File: src/hdl/pport_map.svh
// Purpose: constants for the four-port parallel host multiplexer
// Assumes: 250 MHz system clock, one cycle per bus phase
// Notes:   control-phase bit positions follow the shared bus layout
// Function
// (RULE_01) Exactly one of five interface styles active
// (RULE_02) Style field selects parallel or host pin set
// (RULE_03) Parallel style disables shared-RAM and FIFO modes
// (RULE_04) Four port channels share pins via latches
// (RULE_05) Only host role of parallel protocol
// (RULE_06) Per-port data clock, control clock, output enable
// (RULE_07) Fixed data and control phase bit layout
// (RULE_08) Direction output follows reverse direction bit
// (RULE_09) Firmware output mirrors its control bit
// (RULE_10) Wrap mux output mirrors wrap select bit
// (RULE_11) Wrap capture is inverse of strobe
// (RULE_12) State machine drains FIFOs per port mode
// (RULE_13) Ports served round robin
// (RULE_14) Per-port four-byte register and four-byte FIFO
// (RULE_15) DMA word request when outbound register empties
// (RULE_16) Never two latch clocks active together
// (RULE_17) Four mode bits select port operating mode
// (RULE_18) Release bus before enable, drive after release
`ifndef PPORT_MAP_SVH
`define PPORT_MAP_SVH
`define STYLE_PARALLEL    3'h0
`define CTL_STROBE_BIT    7
`define CTL_AUTO_LINE_FEED_N_BIT    6
`define CTL_INIT_BIT      5
`define CTL_HSEL_BIT      4
`define CTL_DIR_BIT       3
`define CTL_FWOUT_BIT     2
`define CTL_WRAP_BIT      1
`define CTL_CAPT_BIT      0
`define STROBE_NS         500
`define CLK_NS            4
`define STROBE_CYC        ((`STROBE_NS + `CLK_NS - 1) / `CLK_NS)
`define PORT_FIFO_DEPTH   4
`endif

File: src/hdl/pport_pkg.sv
// Purpose: types for the four-port parallel host multiplexer
// Assumes: nothing beyond the map header
// Notes:   mode bits packed as enhanced, extended, reverse, manual
package pport_pkg;
    typedef struct packed {
        logic enhanced;
        logic extended;
        logic reverse;
        logic manual;
    } mode_t;
    typedef struct packed {
        mode_t mode;
        logic  strobe_man_n;
        logic  auto_line_feed_n;
        logic  init_n;
        logic  host_select_in_n;
        logic  fw_out;
        logic  wrap_sel;
    } port_cfg_t;
    typedef enum logic [2:0] {
        ST_IDLE  = 3'b000,
        ST_SETUP = 3'b001,
        ST_CLK   = 3'b011,
        ST_HOLD  = 3'b010,
        ST_RELS  = 3'b110,
        ST_READ  = 3'b111,
        ST_REDRV = 3'b101
    } phase_t;
endpackage

File: src/hdl/pport_host_mux.sv
// Purpose: four-port parallel host multiplexer onto one shared bus
// Assumes: external latches capture bus on rising latch clocks
// Notes:   only host role; peripheral role is not provided
`include "pport_map.svh"
module pport_host_mux #(
    parameter int NPORT      = 4,
    parameter int STROBE_CYC = `STROBE_CYC
) (
    input  wire logic                        clk,         // System clock
    input  wire logic                        rst_n,       // Async reset, low
    input  wire logic [2:0]                  interface_style_field, // Style
    input  wire pport_pkg::port_cfg_t        cfg [NPORT], // Per-port config
    input  wire logic [NPORT-1:0]            busy,        // Peripheral busy
    input  wire logic [NPORT-1:0]            wr_valid,    // DMA word write
    input  wire logic [31:0]                 wr_data,     // DMA word data
    output logic [NPORT-1:0]                 dma_req,     // Word request
    output logic                             parallel_pins_sel, // Pin set
    output logic                             host_modes_en, // RAM/FIFO modes
    output logic [7:0]                       bus_o,       // Shared bus out
    output logic                             bus_oe,      // Shared bus enable
    input  wire logic [7:0]                  bus_i,       // Shared bus in
    output logic [NPORT-1:0]                 data_clk,    // Data latch clocks
    output logic [NPORT-1:0]                 ctl_clk,     // Ctl latch clocks
    output logic [NPORT-1:0]                 in_oe_n,     // Inbound enables
    output logic [NPORT-1:0][7:0]            in_data      // Inbound bytes
);
    logic                   par_en;
    logic [NPORT-1:0]       served;
    logic [NPORT-1:0][7:0]  pdat;
    logic [NPORT-1:0]       pstb_n;
    pport_pkg::phase_t      ph_ff, nxt_ph;
    logic [1:0]             sel_ff, nxt_sel;
    logic [7:0]             bus_ff, nxt_bus;
    logic                   oe_ff, nxt_oe;
    logic [NPORT-1:0]       dclk_ff, nxt_dclk, cclk_ff, nxt_cclk, ioe_ff, nxt_ioe;
    logic [NPORT-1:0][7:0]  ind_ff, nxt_ind;

    // One style at a time; parallel disables the host modes
    assign par_en            = interface_style_field == `STYLE_PARALLEL; // see (RULE_01)
    assign parallel_pins_sel = par_en;                   // see (RULE_02)
    assign host_modes_en     = !par_en;                  // see (RULE_03)

    for (genvar p = 0; p < NPORT; p++)
    begin : g_port
        assign served[p] = par_en && ph_ff == pport_pkg::ST_HOLD && sel_ff == 2'(p);
        pport_chan #(.STROBE_CYC(STROBE_CYC)) u_chan (   // see (RULE_04) (RULE_14)
            .clk      (clk),
            .rst_n    (rst_n),
            .enable   (par_en),
            .cfg      (cfg[p]),
            .busy     (busy[p]),
            .wr_valid (wr_valid[p]),
            .wr_data  (wr_data),
            .dma_req  (dma_req[p]),
            .served   (served[p]),
            .data_out (pdat[p]),
            .strobe_n (pstb_n[p])
        );
    end

    function automatic logic [7:0] ctl_byte(pport_pkg::port_cfg_t c, logic stb_n);
        logic [7:0] b;
        b = 8'h0;
        b[`CTL_STROBE_BIT] = stb_n;                      // see (RULE_07)
        b[`CTL_AUTO_LINE_FEED_N_BIT] = c.auto_line_feed_n;
        b[`CTL_INIT_BIT]   = c.init_n;
        b[`CTL_HSEL_BIT]   = c.host_select_in_n;
        b[`CTL_DIR_BIT]    = c.mode.reverse;             // see (RULE_08)
        b[`CTL_FWOUT_BIT]  = c.fw_out;                   // see (RULE_09)
        b[`CTL_WRAP_BIT]   = c.wrap_sel;                 // see (RULE_10)
        b[`CTL_CAPT_BIT]   = !stb_n;                     // see (RULE_11)
        return b;
    endfunction

    // Per port: data setup, data clock, control setup, control clock,
    // then a read window when reverse direction is set.
    always_comb
    begin
        nxt_ph   = ph_ff;
        nxt_sel  = sel_ff;
        nxt_bus  = bus_ff;
        nxt_oe   = oe_ff;
        nxt_dclk = '0;
        nxt_cclk = '0;
        nxt_ioe  = '1;
        nxt_ind  = ind_ff;
        case (ph_ff)
            pport_pkg::ST_IDLE:
            begin
                nxt_bus = pdat[sel_ff];                  // see (RULE_07)
                nxt_oe  = par_en;
                if (par_en)
                    nxt_ph = pport_pkg::ST_SETUP;
            end
            pport_pkg::ST_SETUP:
            begin
                nxt_dclk[sel_ff] = 1'b1;                 // see (RULE_06) (RULE_16)
                nxt_ph = pport_pkg::ST_CLK;
            end
            pport_pkg::ST_CLK:
            begin
                nxt_bus = ctl_byte(cfg[sel_ff], pstb_n[sel_ff]);
                nxt_ph  = pport_pkg::ST_HOLD;
            end
            pport_pkg::ST_HOLD:
            begin
                nxt_cclk[sel_ff] = 1'b1;                 // see (RULE_06) (RULE_16)
                if (cfg[sel_ff].mode.reverse)
                begin
                    nxt_ph = pport_pkg::ST_RELS;
                end
                else
                begin
                    nxt_sel = sel_ff + 2'h1;             // see (RULE_13)
                    nxt_ph  = pport_pkg::ST_IDLE;
                end
            end
            pport_pkg::ST_RELS:
            begin
                nxt_oe = 1'b0;                           // see (RULE_18)
                nxt_ph = pport_pkg::ST_READ;
            end
            pport_pkg::ST_READ:
            begin
                nxt_ioe[sel_ff] = 1'b0;                  // see (RULE_06) (RULE_18)
                nxt_ph = pport_pkg::ST_REDRV;
            end
            pport_pkg::ST_REDRV:
            begin
                nxt_ind[sel_ff] = bus_i;                 // see (RULE_05)
                nxt_sel = sel_ff + 2'h1;                 // see (RULE_13)
                nxt_ph  = pport_pkg::ST_IDLE;
            end
            default:
                nxt_ph = pport_pkg::ST_IDLE;
        endcase
        // Parked: a stray latch clock would load a port with a dead bus
        if (!par_en)
        begin
            nxt_ph   = pport_pkg::ST_IDLE;
            nxt_oe   = 1'b0;
            nxt_dclk = '0;
            nxt_cclk = '0;
            nxt_ioe  = '1;
        end
    end

    always_ff @(posedge clk or negedge rst_n)
    begin
        if (!rst_n)
        begin
            ph_ff   <= pport_pkg::ST_IDLE;
            sel_ff  <= 2'h0;
            bus_ff  <= 8'h0;
            oe_ff   <= 1'b0;
            dclk_ff <= '0;
            cclk_ff <= '0;
            ioe_ff  <= '1;
            ind_ff  <= '0;
        end
        else
        begin
            ph_ff   <= nxt_ph;
            sel_ff  <= nxt_sel;
            bus_ff  <= nxt_bus;
            oe_ff   <= nxt_oe;
            dclk_ff <= nxt_dclk;
            cclk_ff <= nxt_cclk;
            ioe_ff  <= nxt_ioe;
            ind_ff  <= nxt_ind;
        end
    end

    assign bus_o    = bus_ff;
    assign bus_oe   = oe_ff;
    assign data_clk = dclk_ff;
    assign ctl_clk  = cclk_ff;
    assign in_oe_n  = ioe_ff;
    assign in_data  = ind_ff;
endmodule // pport_host_mux

File: src/hdl/pport_chan.sv
// Purpose: one port channel: outbound register, FIFO, strobe sequencing
// Assumes: DMA writes a full word when dma_req is high
// Notes:   strobe timing is a minimum; serving jitter stretches it
`include "pport_map.svh"
module pport_chan #(
    parameter int STROBE_CYC = `STROBE_CYC
) (
    input  wire logic                 clk,        // System clock
    input  wire logic                 rst_n,      // Async reset, low
    input  wire logic                 enable,     // Parallel style active
    input  wire pport_pkg::port_cfg_t cfg,        // Port configuration
    input  wire logic                 busy,       // Peripheral busy
    input  wire logic                 wr_valid,   // Word write from DMA
    input  wire logic [31:0]          wr_data,    // Word data
    output logic                      dma_req,    // Outbound reg empty
    input  wire logic                 served,     // Control phase latched
    output logic [7:0]                data_out,   // Byte for data phase
    output logic                      strobe_n    // Strobe level
);
    typedef enum logic [1:0] {
        C_IDLE = 2'b00,
        C_SETUP = 2'b01,
        C_STB = 2'b11,
        C_HOLD = 2'b10
    } cst_t;
    logic [31:0] obr_ff, nxt_obr;
    logic        obr_full_ff, nxt_obr_full;
    logic [7:0]  fifo_ff [`PORT_FIFO_DEPTH], nxt_fifo [`PORT_FIFO_DEPTH];
    logic [2:0]  cnt_ff, nxt_cnt;
    logic [7:0]  dat_ff, nxt_dat;
    cst_t        st_ff, nxt_st;
    logic [15:0] tmr_ff, nxt_tmr;
    logic        auto_mode;
    assign auto_mode = cfg.mode == 4'h0;                 // see (RULE_17)
    assign dma_req   = enable && !obr_full_ff;           // see (RULE_15)
    assign data_out  = dat_ff;
    assign strobe_n  = cfg.mode.manual ? cfg.strobe_man_n : (st_ff != C_STB);

    always_comb
    begin
        nxt_obr      = obr_ff;
        nxt_obr_full = obr_full_ff;
        nxt_fifo     = fifo_ff;
        nxt_cnt      = cnt_ff;
        nxt_dat      = dat_ff;
        nxt_st       = st_ff;
        nxt_tmr      = tmr_ff;
        if (wr_valid && !obr_full_ff)
        begin
            nxt_obr      = wr_data;                      // see (RULE_14)
            nxt_obr_full = 1'b1;
        end
        else if (obr_full_ff && cnt_ff == 3'h0)
        begin
            for (int i = 0; i < `PORT_FIFO_DEPTH; i++)
                nxt_fifo[i] = obr_ff[8*i +: 8];
            nxt_cnt      = 3'h4;
            nxt_obr_full = 1'b0;
        end
        if (tmr_ff != 16'h0)
            nxt_tmr = tmr_ff - 16'h1;
        case (st_ff)
            C_IDLE:
                if (auto_mode && nxt_cnt != 3'h0 && !busy && served)
                begin
                    nxt_dat = nxt_fifo[0];               // see (RULE_12)
                    for (int i = 0; i < `PORT_FIFO_DEPTH - 1; i++)
                        nxt_fifo[i] = nxt_fifo[i+1];
                    nxt_cnt = nxt_cnt - 3'h1;
                    nxt_tmr = 16'(STROBE_CYC);
                    nxt_st  = C_SETUP;
                end
            C_SETUP:
                if (tmr_ff == 16'h0 && served)
                begin
                    nxt_tmr = 16'(STROBE_CYC);
                    nxt_st  = C_STB;
                end
            C_STB:
                if (tmr_ff == 16'h0 && served)
                begin
                    nxt_tmr = 16'(STROBE_CYC);
                    nxt_st  = C_HOLD;
                end
            C_HOLD:
                if (tmr_ff == 16'h0 && !busy && served)
                    nxt_st = C_IDLE;
            default:
                nxt_st = C_IDLE;
        endcase
        if (!enable)
            nxt_st = C_IDLE;
    end

    always_ff @(posedge clk or negedge rst_n)
    begin
        if (!rst_n)
        begin
            obr_ff      <= 32'h0;
            obr_full_ff <= 1'b0;
            fifo_ff     <= '{default: 8'h0};
            cnt_ff      <= 3'h0;
            dat_ff      <= 8'h0;
            st_ff       <= C_IDLE;
            tmr_ff      <= 16'h0;
        end
        else
        begin
            obr_ff      <= nxt_obr;
            obr_full_ff <= nxt_obr_full;
            fifo_ff     <= nxt_fifo;
            cnt_ff      <= nxt_cnt;
            dat_ff      <= nxt_dat;
            st_ff       <= nxt_st;
            tmr_ff      <= nxt_tmr;
        end
    end
endmodule // pport_chan

File: config.mk
export PLATFORM = sky130hd
export DESIGN_NAME = pport_host_mux
export DESIGN_NICKNAME = d
export VERILOG_FILES = /design/src/hdl/pport_pkg.sv /design/src/hdl/pport_host_mux.sv /design/src/hdl/pport_chan.sv
export VERILOG_INCLUDE_DIRS = /design/src /design/src/hdl
export SDC_FILE = /design/constraint.sdc
export NUM_CORES = 1
export LEC_CHECK = 0
export BUFFER_PORTS_ARGS = -buffer_cell sky130_fd_sc_hd__buf_2
export CORE_ASPECT_RATIO = 0.5
export CORE_MARGIN = 4
export CORE_UTILIZATION = 48
export CTS_BUF_LIST = sky130_fd_sc_hd__clkbuf_16
export CTS_CLUSTER_SIZE = 12
export DETAILED_ROUTE_END_ITERATION = 12
export GPL_TIMING_DRIVEN = 1
export MAX_ROUTING_LAYER = met4
export PLACE_DENSITY_LB_ADDON = 0.1
export SYNTH_ARGS = -nofsm -noshare
export SYNTH_HDL_FRONTEND = slang
export SYNTH_SLANG_ARGS = --single-unit
export TNS_END_PERCENT = 50
File: constraint.sdc
create_clock -name clk -period 4 [get_ports clk]
set_input_delay 0.8 -clock clk [delete_from_list [all_inputs] [get_ports clk]]
set_output_delay 0.8 -clock clk [all_outputs]
set_load 0.01 [all_outputs]
==> run summary, run 1 <==
TritonCTS clock tree - done
clk_lat worst skew - 0.55 ns
Post-synth EDFFs - 0
# IOs - 152
Worst Tran Pin Value - 1.16 ns
hpwl dp - 32600 um
DRC - 0
register bit count reported by yosys - 434
Register Area - 10900 um2
first-pass GRT wire length - 75600 um
Routability Congestion - 0.872
layout cells sized above 1 - 27.9%
FP Rows - 51
Setup Skew - 0.0239 ns
clock slew at reported path FFs - 0.06 ns
Synth Area per Inst - 12.5 um2
Die ar. - 44000 um2
clk root buf - clkbuf_16
RSZ-0062 raised after global routing - false
minimum clock period - 3.06 ns
starting density of the core - 49.3%
Setup crit start kind - register
Post-DRT Antenna Nets - 0
antenna violations before repair - 2
area share of the largest cell type after synthesis - 55.3%
# setup viols final - 0
Slew Limit Headroom - 22.2%
TritonCTS buffer count - 43
setup_tns - 0 ns
area grow syn2layout - 12.9%
Routed WL per cell - 20.9 um
crit share post-route - 76.5%
Max Cap Viol - 0
Nets - 1807
buffers added on ports - 151
Die Ht - 150 um
CP required - 4.43 ns
crit-path cells - nor4b_4, nor2_1, ha_1, nor4_1, nand2_1, or3_1, and2_1, o211a_1
post-synthesis cell area - 19500 um2
GR Overflow Total - 0
Power Total - 0.0102 W
largest net degree at the start of global routing - 90
Hold Buf Count CTS - 0
worst min-delay path class - in2async
Pleak - 9.39 nW
vias after detailed routing - 12600
post-synth net total - 1675
outcome - finished, final reports clean
maximum vdd drop - 0.294 mV
Via density - 5.63
vias in the first global route - 13200
register area share after synthesis - 55.8%
fin area - 22000 um2
Routed WL - 46900 um
Area contributors post-synth - dfrtp_1 55%, mux2_2 11%, mux2i_1 7.8%, mux4_2 3.4%, nand2_1 2.5%
Die Wd - 293 um
GRT Overall Usage - 22.4%
drt pass-1 iters - 5
Main synth FF type - dfrtp_1
final hold vios - 0
most frequent cells in the layout - 430 x dfrtp_1, 184 x mux2_2, 152 x mux2i_1, 150 x buf_2, 129 x nand2_1
multi-input logic area - 8120 um2
Filler cells - 3281
htree depth - 2
crit-path max FO - 10
Worst path max stage delay - 0.70 ns
Longest Clk Path Bufs - 3
initial DRC count - 778
Slowest cell on crit path - or3_1
Critical Path AT - 3.49 ns
post-synthesis async set-or-reset flop share - 100%
Setup crit end kind - register
worst r2r path cells - 8
max frequency - 327 MHz
placed cell area - 20800 um2
Yosys cell types - 69
clock sinks - 434
Slew Viols, Final - 0
CTS resizes - 0
critical path type - reg2reg
most common cell after layout, fill and taps aside - dfrtp_1
core box area - 39400 um2
Pwr Density - 463 nW/um2
post-CTS setup buffer count - 0
dominant cell type by area after synthesis - dfrtp_1
post-synthesis cell count - 1562
Synth Warn # - 0
-- worst paths after layout --
| path | slack (ns) | end | from |
|---|---|---|---|
| max in group asynchronous | 2.75 | g_port[3].u_chan.cnt_ff[2] | rst_n |
| worst max-delay path | 0.94 | g_port[0].u_chan.tmr_ff[1] | g_port[0].u_chan.cnt_ff[1] |
| worst max register to register | 0.94 | g_port[0].u_chan.tmr_ff[1] | g_port[0].u_chan.cnt_ff[1] |
| worst min register to register | 0.47 | g_port[3].u_chan.fifo_ff[4] | g_port[3].u_chan.fifo_ff[4] |
| worst min-delay path | 0.27 | g_port[2].u_chan.fifo_ff[3] | rst_n |
| min in group clk | 0.47 | g_port[3].u_chan.fifo_ff[4] | g_port[3].u_chan.fifo_ff[4] |
-- kinds of logic (layout without fill, tap and decap cells) --
family | after synthesis | after routing | share of synthesized area (%)
AOI/OAI and AO/OA | 156 | 156 | 4.83
xor gates and xnor gates | 44 | 44 | 1.98
adders and majority gates | 20 | 20 | 1.29
buffers and inverters | 115 | 265 | 2.82
DFF | 434 | 434 | 55.8
muxes | 365 | 365 | 21.8
other | 0 | 3 | 0
and+or+nand+nor | 428 | 428 | 11.4
-- synthesized netlist by cell type, types with 25 or more instances --
master,n
nor4_1,28
nand2_1,129
xnor2_1,26
nand3_1,31
nor2_1,101
mux2_2,184
mux2i_1,152
buf_2,27
inv_1,25
a21oi_1,50
mux4_2,29
nor3_1,36
o21ai_0,44
clkbuf_1,27
dfrtp_1,430
-- final cells by class --
| cell class | count | share of cell area [%] |
|---|---|---|
| Antenna cell | 3 | 0.0342 |
| Sequential cell | 434 | 49.5 |
| Clock inverter | 19 | 0.438 |
| Inverter | 28 | 0.478 |
| Tap cell | 530 | 3.02 |
| Clock buffer | 44 | 5.01 |
| Multi-Input combinational cell | 1013 | 37.0 |
| Timing Repair Buffer | 174 | 4.61 |
-- metal layers --
layer  GRT usage (%)  share of wire, %
met5               -                 0
met4            4.86               1.9
met3            3.20               3.8
met2            36.1                47
met1            30.6                47
-- state kept, by name, indices dropped and copies added (netlist names) --
signal / count
in_oe_n: 4
sel_ff: 2
g_port.u_chan.cnt_ff: 12
g_port.u_chan.fifo_ff: 128
g_port.u_chan.tmr_ff: 64
ctl_clk: 4
g_port.u_chan.obr_ff: 128
in_data: 32
bus_oe: 1
g_port.u_chan.data_out: 32
ph_ff: 3
g_port.u_chan.st_ff: 8
bus_o: 8
g_port.u_chan.obr_full_ff: 4
data_clk: 4
-- metrics by stage --
stage | util, % | instances | hold slack, ns | setup slack, ns
after floorplan | - | 1562 | 0.442 | 0.627
after global placement | 52.7 | 2179 | 0.457 | 0.900
after detailed placement | 52.7 | 2179 | 0.460 | 0.848
after CTS | 55.7 | 2242 | 0.290 | 0.972
after global routing | 55.7 | 2244 | 0.310 | 0.691
final | 55.7 | 2245 | 0.269 | 0.938
-- where the power goes --
group          internal, W  total (W)  leakage [nW]  switching (W)
registers          0.00494    0.00522          5.17       0.000283
clock network      0.00197    0.00360         0.631        0.00163
logic             0.000658    0.00135          3.58       0.000690
-- worst max-delay path, delay by kind of cell, from the launching register on --
kind / cells / cell delay [ns]
AO/OA/AOI/OAI: 1 / 0.14
adder cells (fa/ha/maj): 1 / 0.20
flip-flops: 1 / 0.42
AND/OR/NAND/NOR: 6 / 2.19
(Power assumes the default switching activity.)
==> run 2: changes to the inputs <==
- clock period: 4 -> 2.5 ns (I/O delays scaled with it)
==> run 2 against run 1 <==
Count of clock-buffer cells in the layout is 1 lower. Critical path type unchanged. Register-to-register slack got worse by 0.83 ns. Sequential power up 60%. Cell count grew 1.5%. Critical path depth is the same.
==> run summary, run 2 (synthesis gave the netlist of run 1 again) <==
outcome - finished, final reports clean
starting density of the core - 49.3% (unchanged)
Routed WL - 47900 um (+2.0%)
clk root buf - clkbuf_16
Slew Limit Headroom - 44.4% (+22 points)
CP required - 2.94 ns (-1.49 ns)
biggest registers after layout - g_port.u_chan.fifo_ff (128), g_port.u_chan.obr_ff (128), g_port.u_chan.tmr_ff (64)
post-CTS setup buffer count - 0 (unchanged)
Power Total - 0.0163 W (+61%)
Die ar. - 44000 um2 (unchanged)
wire length on met3 - 1780 um (-0.61%)
crit-path max FO - 18 (+8)
DRC - 0 (unchanged)
clock sinks - 434 (unchanged)
final hold vios - 0 (unchanged)
maximum vdd drop - 0.441 mV (+50%)
core box area - 39400 um2 (unchanged)
wl on met1 - 22700 um (+3.1%)
Post-DRT Antenna Nets - 0 (unchanged)
Routed WL per cell - 21.0 um (+0.50%)
clock slew at reported path FFs - 0.06 ns (about the same)
Final Core Density - 56.7% (+1.0 points)
Via density - 5.60 (-0.52%)
GRT Overall Usage - 22.4% (+0.047 points)
most common cell after layout, fill and taps aside - dfrtp_1
hpwl dp - 33500 um (+2.8%)
FP Rows - 51 (unchanged)
first-pass GRT wire length - 75400 um (-0.25%)
critical path type - reg2reg
buffers added on ports - 151 (unchanged)
Setup crit end kind - register
Layout Cells excl Fill - 2279 (+1.5%)
Routability Congestion - 0.883 (+1.3%)
area grow syn2layout - 15.0%
Max Cap Viol - 0 (unchanged)
antenna violations before repair - 1 (-1)
layout cells sized above 1 - 30.0% (+2.2 points)
Setup crit start kind - register
Pleak - 9.58 nW (+2.1%)
GR Overflow Total - 0 (unchanged)
crit share post-route - 95.7% (+19 points)
htree depth - 2 (unchanged)
# setup viols final - 0 (unchanged)
# IOs - 152 (unchanged)
largest net degree at the start of global routing - 65 (-28%)
placed cell area - 21100 um2 (+1.8%)
RSZ-0062 raised after global routing - true
TritonCTS clock tree - done
Die Ht - 150 um (unchanged)
initial DRC count - 829 (+6.6%)
Inst Count DP - 2216 (+1.7%)
drt pass-1 iters - 6 (+1)
TritonCTS buffer count - 43 (unchanged)
minimum clock period - 2.39 ns (-0.670 ns)
Critical Path AT - 2.83 ns (-0.66 ns)
Die Wd - 293 um (unchanged)
Longest Clk Path Bufs - 3 (unchanged)
Setup Skew - 0.0185 ns (-0.00548 ns)
met2 wire length - 22400 um (+0.67%)
Nets - 1846 (+2.2%)
Worst Tran Pin Value - 0.828 ns (-0.336 ns)
worst min-delay path class - in2reg
Slew Viols, Final - 0 (unchanged)
most frequent cells in the layout - 430 x dfrtp_1, 184 x mux2_2, 152 x mux2i_1, 150 x buf_2, 128 x nand2_1
max frequency - 418 MHz (+28%)
Max Used Layer - met4
fin area - 22400 um2 (+1.8%)
vias in the first global route - 13100 (-0.63%)
vias after detailed routing - 12800 (+0.99%)
Pwr Density - 730 nW/um2 (+58%)
Hold Slack - 0.182 ns (-0.0870 ns)
clk_lat worst skew - 0.55 ns (about the same)
run 2: where the power goes:
part           internal (W)  switching [W]  leakage [nW]
logic               0.00110        0.00118          3.79
registers           0.00790       0.000476          5.17
clock network       0.00308        0.00260         0.620
run 2: through the flow:
step | setup TNS, ns | worst slack (ns)
3_5_place_dp | 0 | 0.0519
4_1_cts | 0 | 0.0431
6_report | 0 | 0.108
3_3_place_gp | 0 | 0.157
5_1_grt | -0.0670 | -0.0158
2_1_floorplan | -9.44 | -0.253
run 2: repair_timing:
action	CTS	global route
hold endpoints to repair	36	0
resized for setup	0	5
endpoints found under the setup margin	0	40
hold buffers	1	0
run 2: final timing paths:
check / startpoint / to / slack [ns] / cells past startpoint
setup / recovery: g_port[3].u_chan.cnt_ff[2] / g_port[3].u_chan.fifo_ff[14] / 0.11 / 8
hold / removal: wr_valid[2] / g_port[2].u_chan.obr_full_ff / 0.18 / 3
setup reg to reg: g_port[3].u_chan.cnt_ff[2] / g_port[3].u_chan.fifo_ff[14] / 0.11 / 8
hold reg to reg: g_port[3].u_chan.fifo_ff[7] / g_port[3].u_chan.fifo_ff[7] / 0.47 / 2
max in group asynchronous: rst_n / in_oe_n[1] / 1.29 / 3
min in group asynchronous: rst_n / g_port[2].u_chan.obr_ff[29] / 0.48 / 2
run 2: layer usage:
layer | up-vias | global-route usage [%]
li1 | 5937 | -
met1 | 6516 | 31.8
met2 | 242 | 34.4
met3 | 71 | 3.21
met4 | 0 | 5.69
met5 | - | -
run 2: area by class of cell:
type	count	area, um2
clock inverters	17	90.1
repair buffers	213	1360
multi-input cells	1013	8210
well taps	530	663
flip-flops and latches	434	10900
fillers	3257	17100
diodes	1	2.50
clock buffers	43	1080
inverters	28	105
run 2: worst max-delay path: stages (launching register included):
cell and delay, ns:
dfrtp_1 0.44, nor4b_4 0.33, nor2_2 0.05, ha_2 0.19
nor4b_4 0.32, nand3_1 0.15, or3_1 0.39, buf_4 0.22
o21a_1 0.19
==> run 3: changes to the inputs <==
- MAX_ROUTING_LAYER: met4 -> default
- TNS_END_PERCENT: 50 -> default
==> run 3 against run 2 <==
Sequential power hardly changed. Cell count hardly changed. Critical path depth stayed put. Clock skew is 0.0017 ns lower. Critical endpoint is now g_port[3].u_chan.fifo_ff[22]. Largest power group unchanged.
==> run summary, run 3 (synthesis gave the netlist of run 1 again) <==
outcome - finished, final reports clean
Pleak - 9.60 nW (+0.13%)
Setup crit start kind - register
max frequency - 424 MHz (+1.3%)
# setup viols final - 0 (unchanged)
maximum vdd drop - 0.460 mV (+4.3%)
TritonCTS buffer count - 42 (-2.3%)
buffers added on ports - 151 (unchanged)
Routed WL - 47700 um (-0.45%)
Routability Congestion - 0.863 (-2.3%)
Post-DRT Antenna Nets - 0 (unchanged)
largest net degree at the start of global routing - 76 (+17%)
Pwr Density - 727 nW/um2 (-0.36%)
Inst Count DP - 2219 (+0.14%)
minimum clock period - 2.36 ns (-0.0308 ns)
layout cells sized above 1 - 30.2% (+0.21 points)
clk root buf - clkbuf_16
number of cells on the critical path - 8 (unchanged)
most frequent cells in the layout - 429 x dfrtp_1, 184 x mux2_2, 152 x mux2i_1, 150 x buf_2, 128 x nand2_1
crit share post-route - 94.4% (-1.2 points)
antenna violations before repair - 1 (unchanged)
Slew Limit Headroom - 37.4% (-6.9 points)
biggest registers after layout - g_port.u_chan.fifo_ff (128), g_port.u_chan.obr_ff (128), g_port.u_chan.tmr_ff (64)
FP Rows - 51 (unchanged)
GRT Overall Usage - 21.8% (-0.61 points)
final hold vios - 0 (unchanged)
Longest Clk Path Bufs - 3 (unchanged)
drt pass-1 iters - 5 (-1)
Worst Path Buf+Inv - 1 (unchanged)
Layout Cells excl Fill - 2280 (+0.044%)
# IOs - 152 (unchanged)
Setup crit end kind - register
crit-path cells - nor4b_4, nor2_2, ha_2, nor4b_4, nand3_2, nor3_4, buf_12, mux4_2
Routed WL per cell - 20.9 um (-0.50%)
hold-critical path depth - 3 (unchanged)
Top cell by count, worst path - nor4b_4
clk_lat worst skew - 0.56 ns (about the same)
htree depth - 2 (unchanged)
Hold Slack - 0.166 ns (-0.0154 ns)
Via density - 5.66 (+0.96%)
first-pass GRT wire length - 75300 um (-0.13%)
most common cell after layout, fill and taps aside - dfrtp_1
Worst Tran Pin Value - 0.931 ns (+0.103 ns)
starting density of the core - 49.3% (unchanged)
Slowest cell on crit path - dfrtp_2
Die Ht - 150 um (unchanged)
setup_tns - 0 ns (unchanged)
crit-path max FO - 16 (-2)
DRC - 0 (unchanged)
top cell family by delay on the critical path - simple AND/OR/NAND/NOR gates
pre-CTS setup slack - 0.0517 ns (-0.000260 ns)
clock sinks - 434 (unchanged)
TritonCTS clock tree - done
initial DRC count - 733 (-12%)
clock slew at reported path FFs - 0.06 ns (about the same)
area grow syn2layout - 15.2%
Worst path max stage delay - 0.45 ns (about the same)
vias in the first global route - 13000 (-0.57%)
worst r2r path cells - 8 (unchanged)
Slew Viols, Final - 0 (unchanged)
Max Cap Viol - 0 (unchanged)
GR Overflow Total - 0 (unchanged)
Die ar. - 44000 um2 (unchanged)
Nets - 1849 (+0.16%)
CP required - 2.92 ns (-0.02 ns)
Setup Skew - 0.0168 ns (-0.00170 ns)
Critical Path AT - 2.78 ns (-0.05 ns)
core box area - 39400 um2 (unchanged)
worst min-delay path class - in2reg
vias after detailed routing - 12900 (+1.0%)
hpwl dp - 33500 um (about the same)
final worst slack - 0.139 ns (+0.0308 ns)
Die Wd - 293 um (unchanged)
Power Total - 0.0163 W (-0.16%)
critical path type - reg2reg
run 3: stage by stage:
| step | area [um2] | util [%] |
|---|---|---|
| 3_5_place_dp | 21200 | 53.8 |
| 4_1_cts | 22400 | 56.7 |
| 5_1_grt | 22400 | 56.9 |
| 3_3_place_gp | 21200 | 53.8 |
| 6_report | 22400 | 56.9 |
| 2_1_floorplan | 19700 | - |
run 3: worst paths after layout:
path | startpoint | slack, ns | to
hold reg to reg | g_port[2].u_chan.data_out[0] | 0.48 | g_port[2].u_chan.data_out[0]
hold / removal | wr_valid[2] | 0.17 | g_port[2].u_chan.obr_full_ff
min in group asynchronous | rst_n | 0.47 | in_data[6]
max in group asynchronous | rst_n | 1.21 | g_port[3].u_chan.cnt_ff[2]
setup / recovery | g_port[3].u_chan.cnt_ff[2] | 0.14 | g_port[3].u_chan.fifo_ff[22]
setup reg to reg | g_port[3].u_chan.cnt_ff[2] | 0.14 | g_port[3].u_chan.fifo_ff[22]
run 3: routing by layer:
layer	up-vias	part of all wire (%)	track usage, %
met4	0	2.3	5.59
met3	72	4.3	3.36
met1	6622	46	31.1
li1	5913	-	-
met2	287	47	35.4
met5	-	0	0
run 3: final cells by class:
| class | count | area [um2] |
|---|---|---|
| clock inverters | 15 | 104 |
| clock buffers | 42 | 1050 |
| multi-input cells | 1013 | 8190 |
| repair buffers | 217 | 1440 |
| inverters | 28 | 105 |
| flip-flops and latches | 434 | 10900 |
| diodes | 1 | 2.50 |
| well taps | 530 | 663 |
| fillers | 3268 | 17000 |
run 3: tightest hold or removal path, cell delays in order:
cell and delay (ns):
buf_2 0.09, nor2_1 0.03, nor2_1 0.07
run 3: what timing repair did:
action                                 CTS  global route
hold buffers                             1             0
endpoints found under the hold margin   51             0
setup endpoints to repair                0            24
setup buffers                            0             1
gates resized for setup                  0             5
run 3: where the power goes:
group / internal, W / switching (W) / total, W
Sequential: 0.00790 / 0.000462 / 0.00836
Clock: 0.00303 / 0.00265 / 0.00567
Combinational: 0.00111 / 0.00117 / 0.00228
Total: 0.0120 / 0.00428 / 0.0163
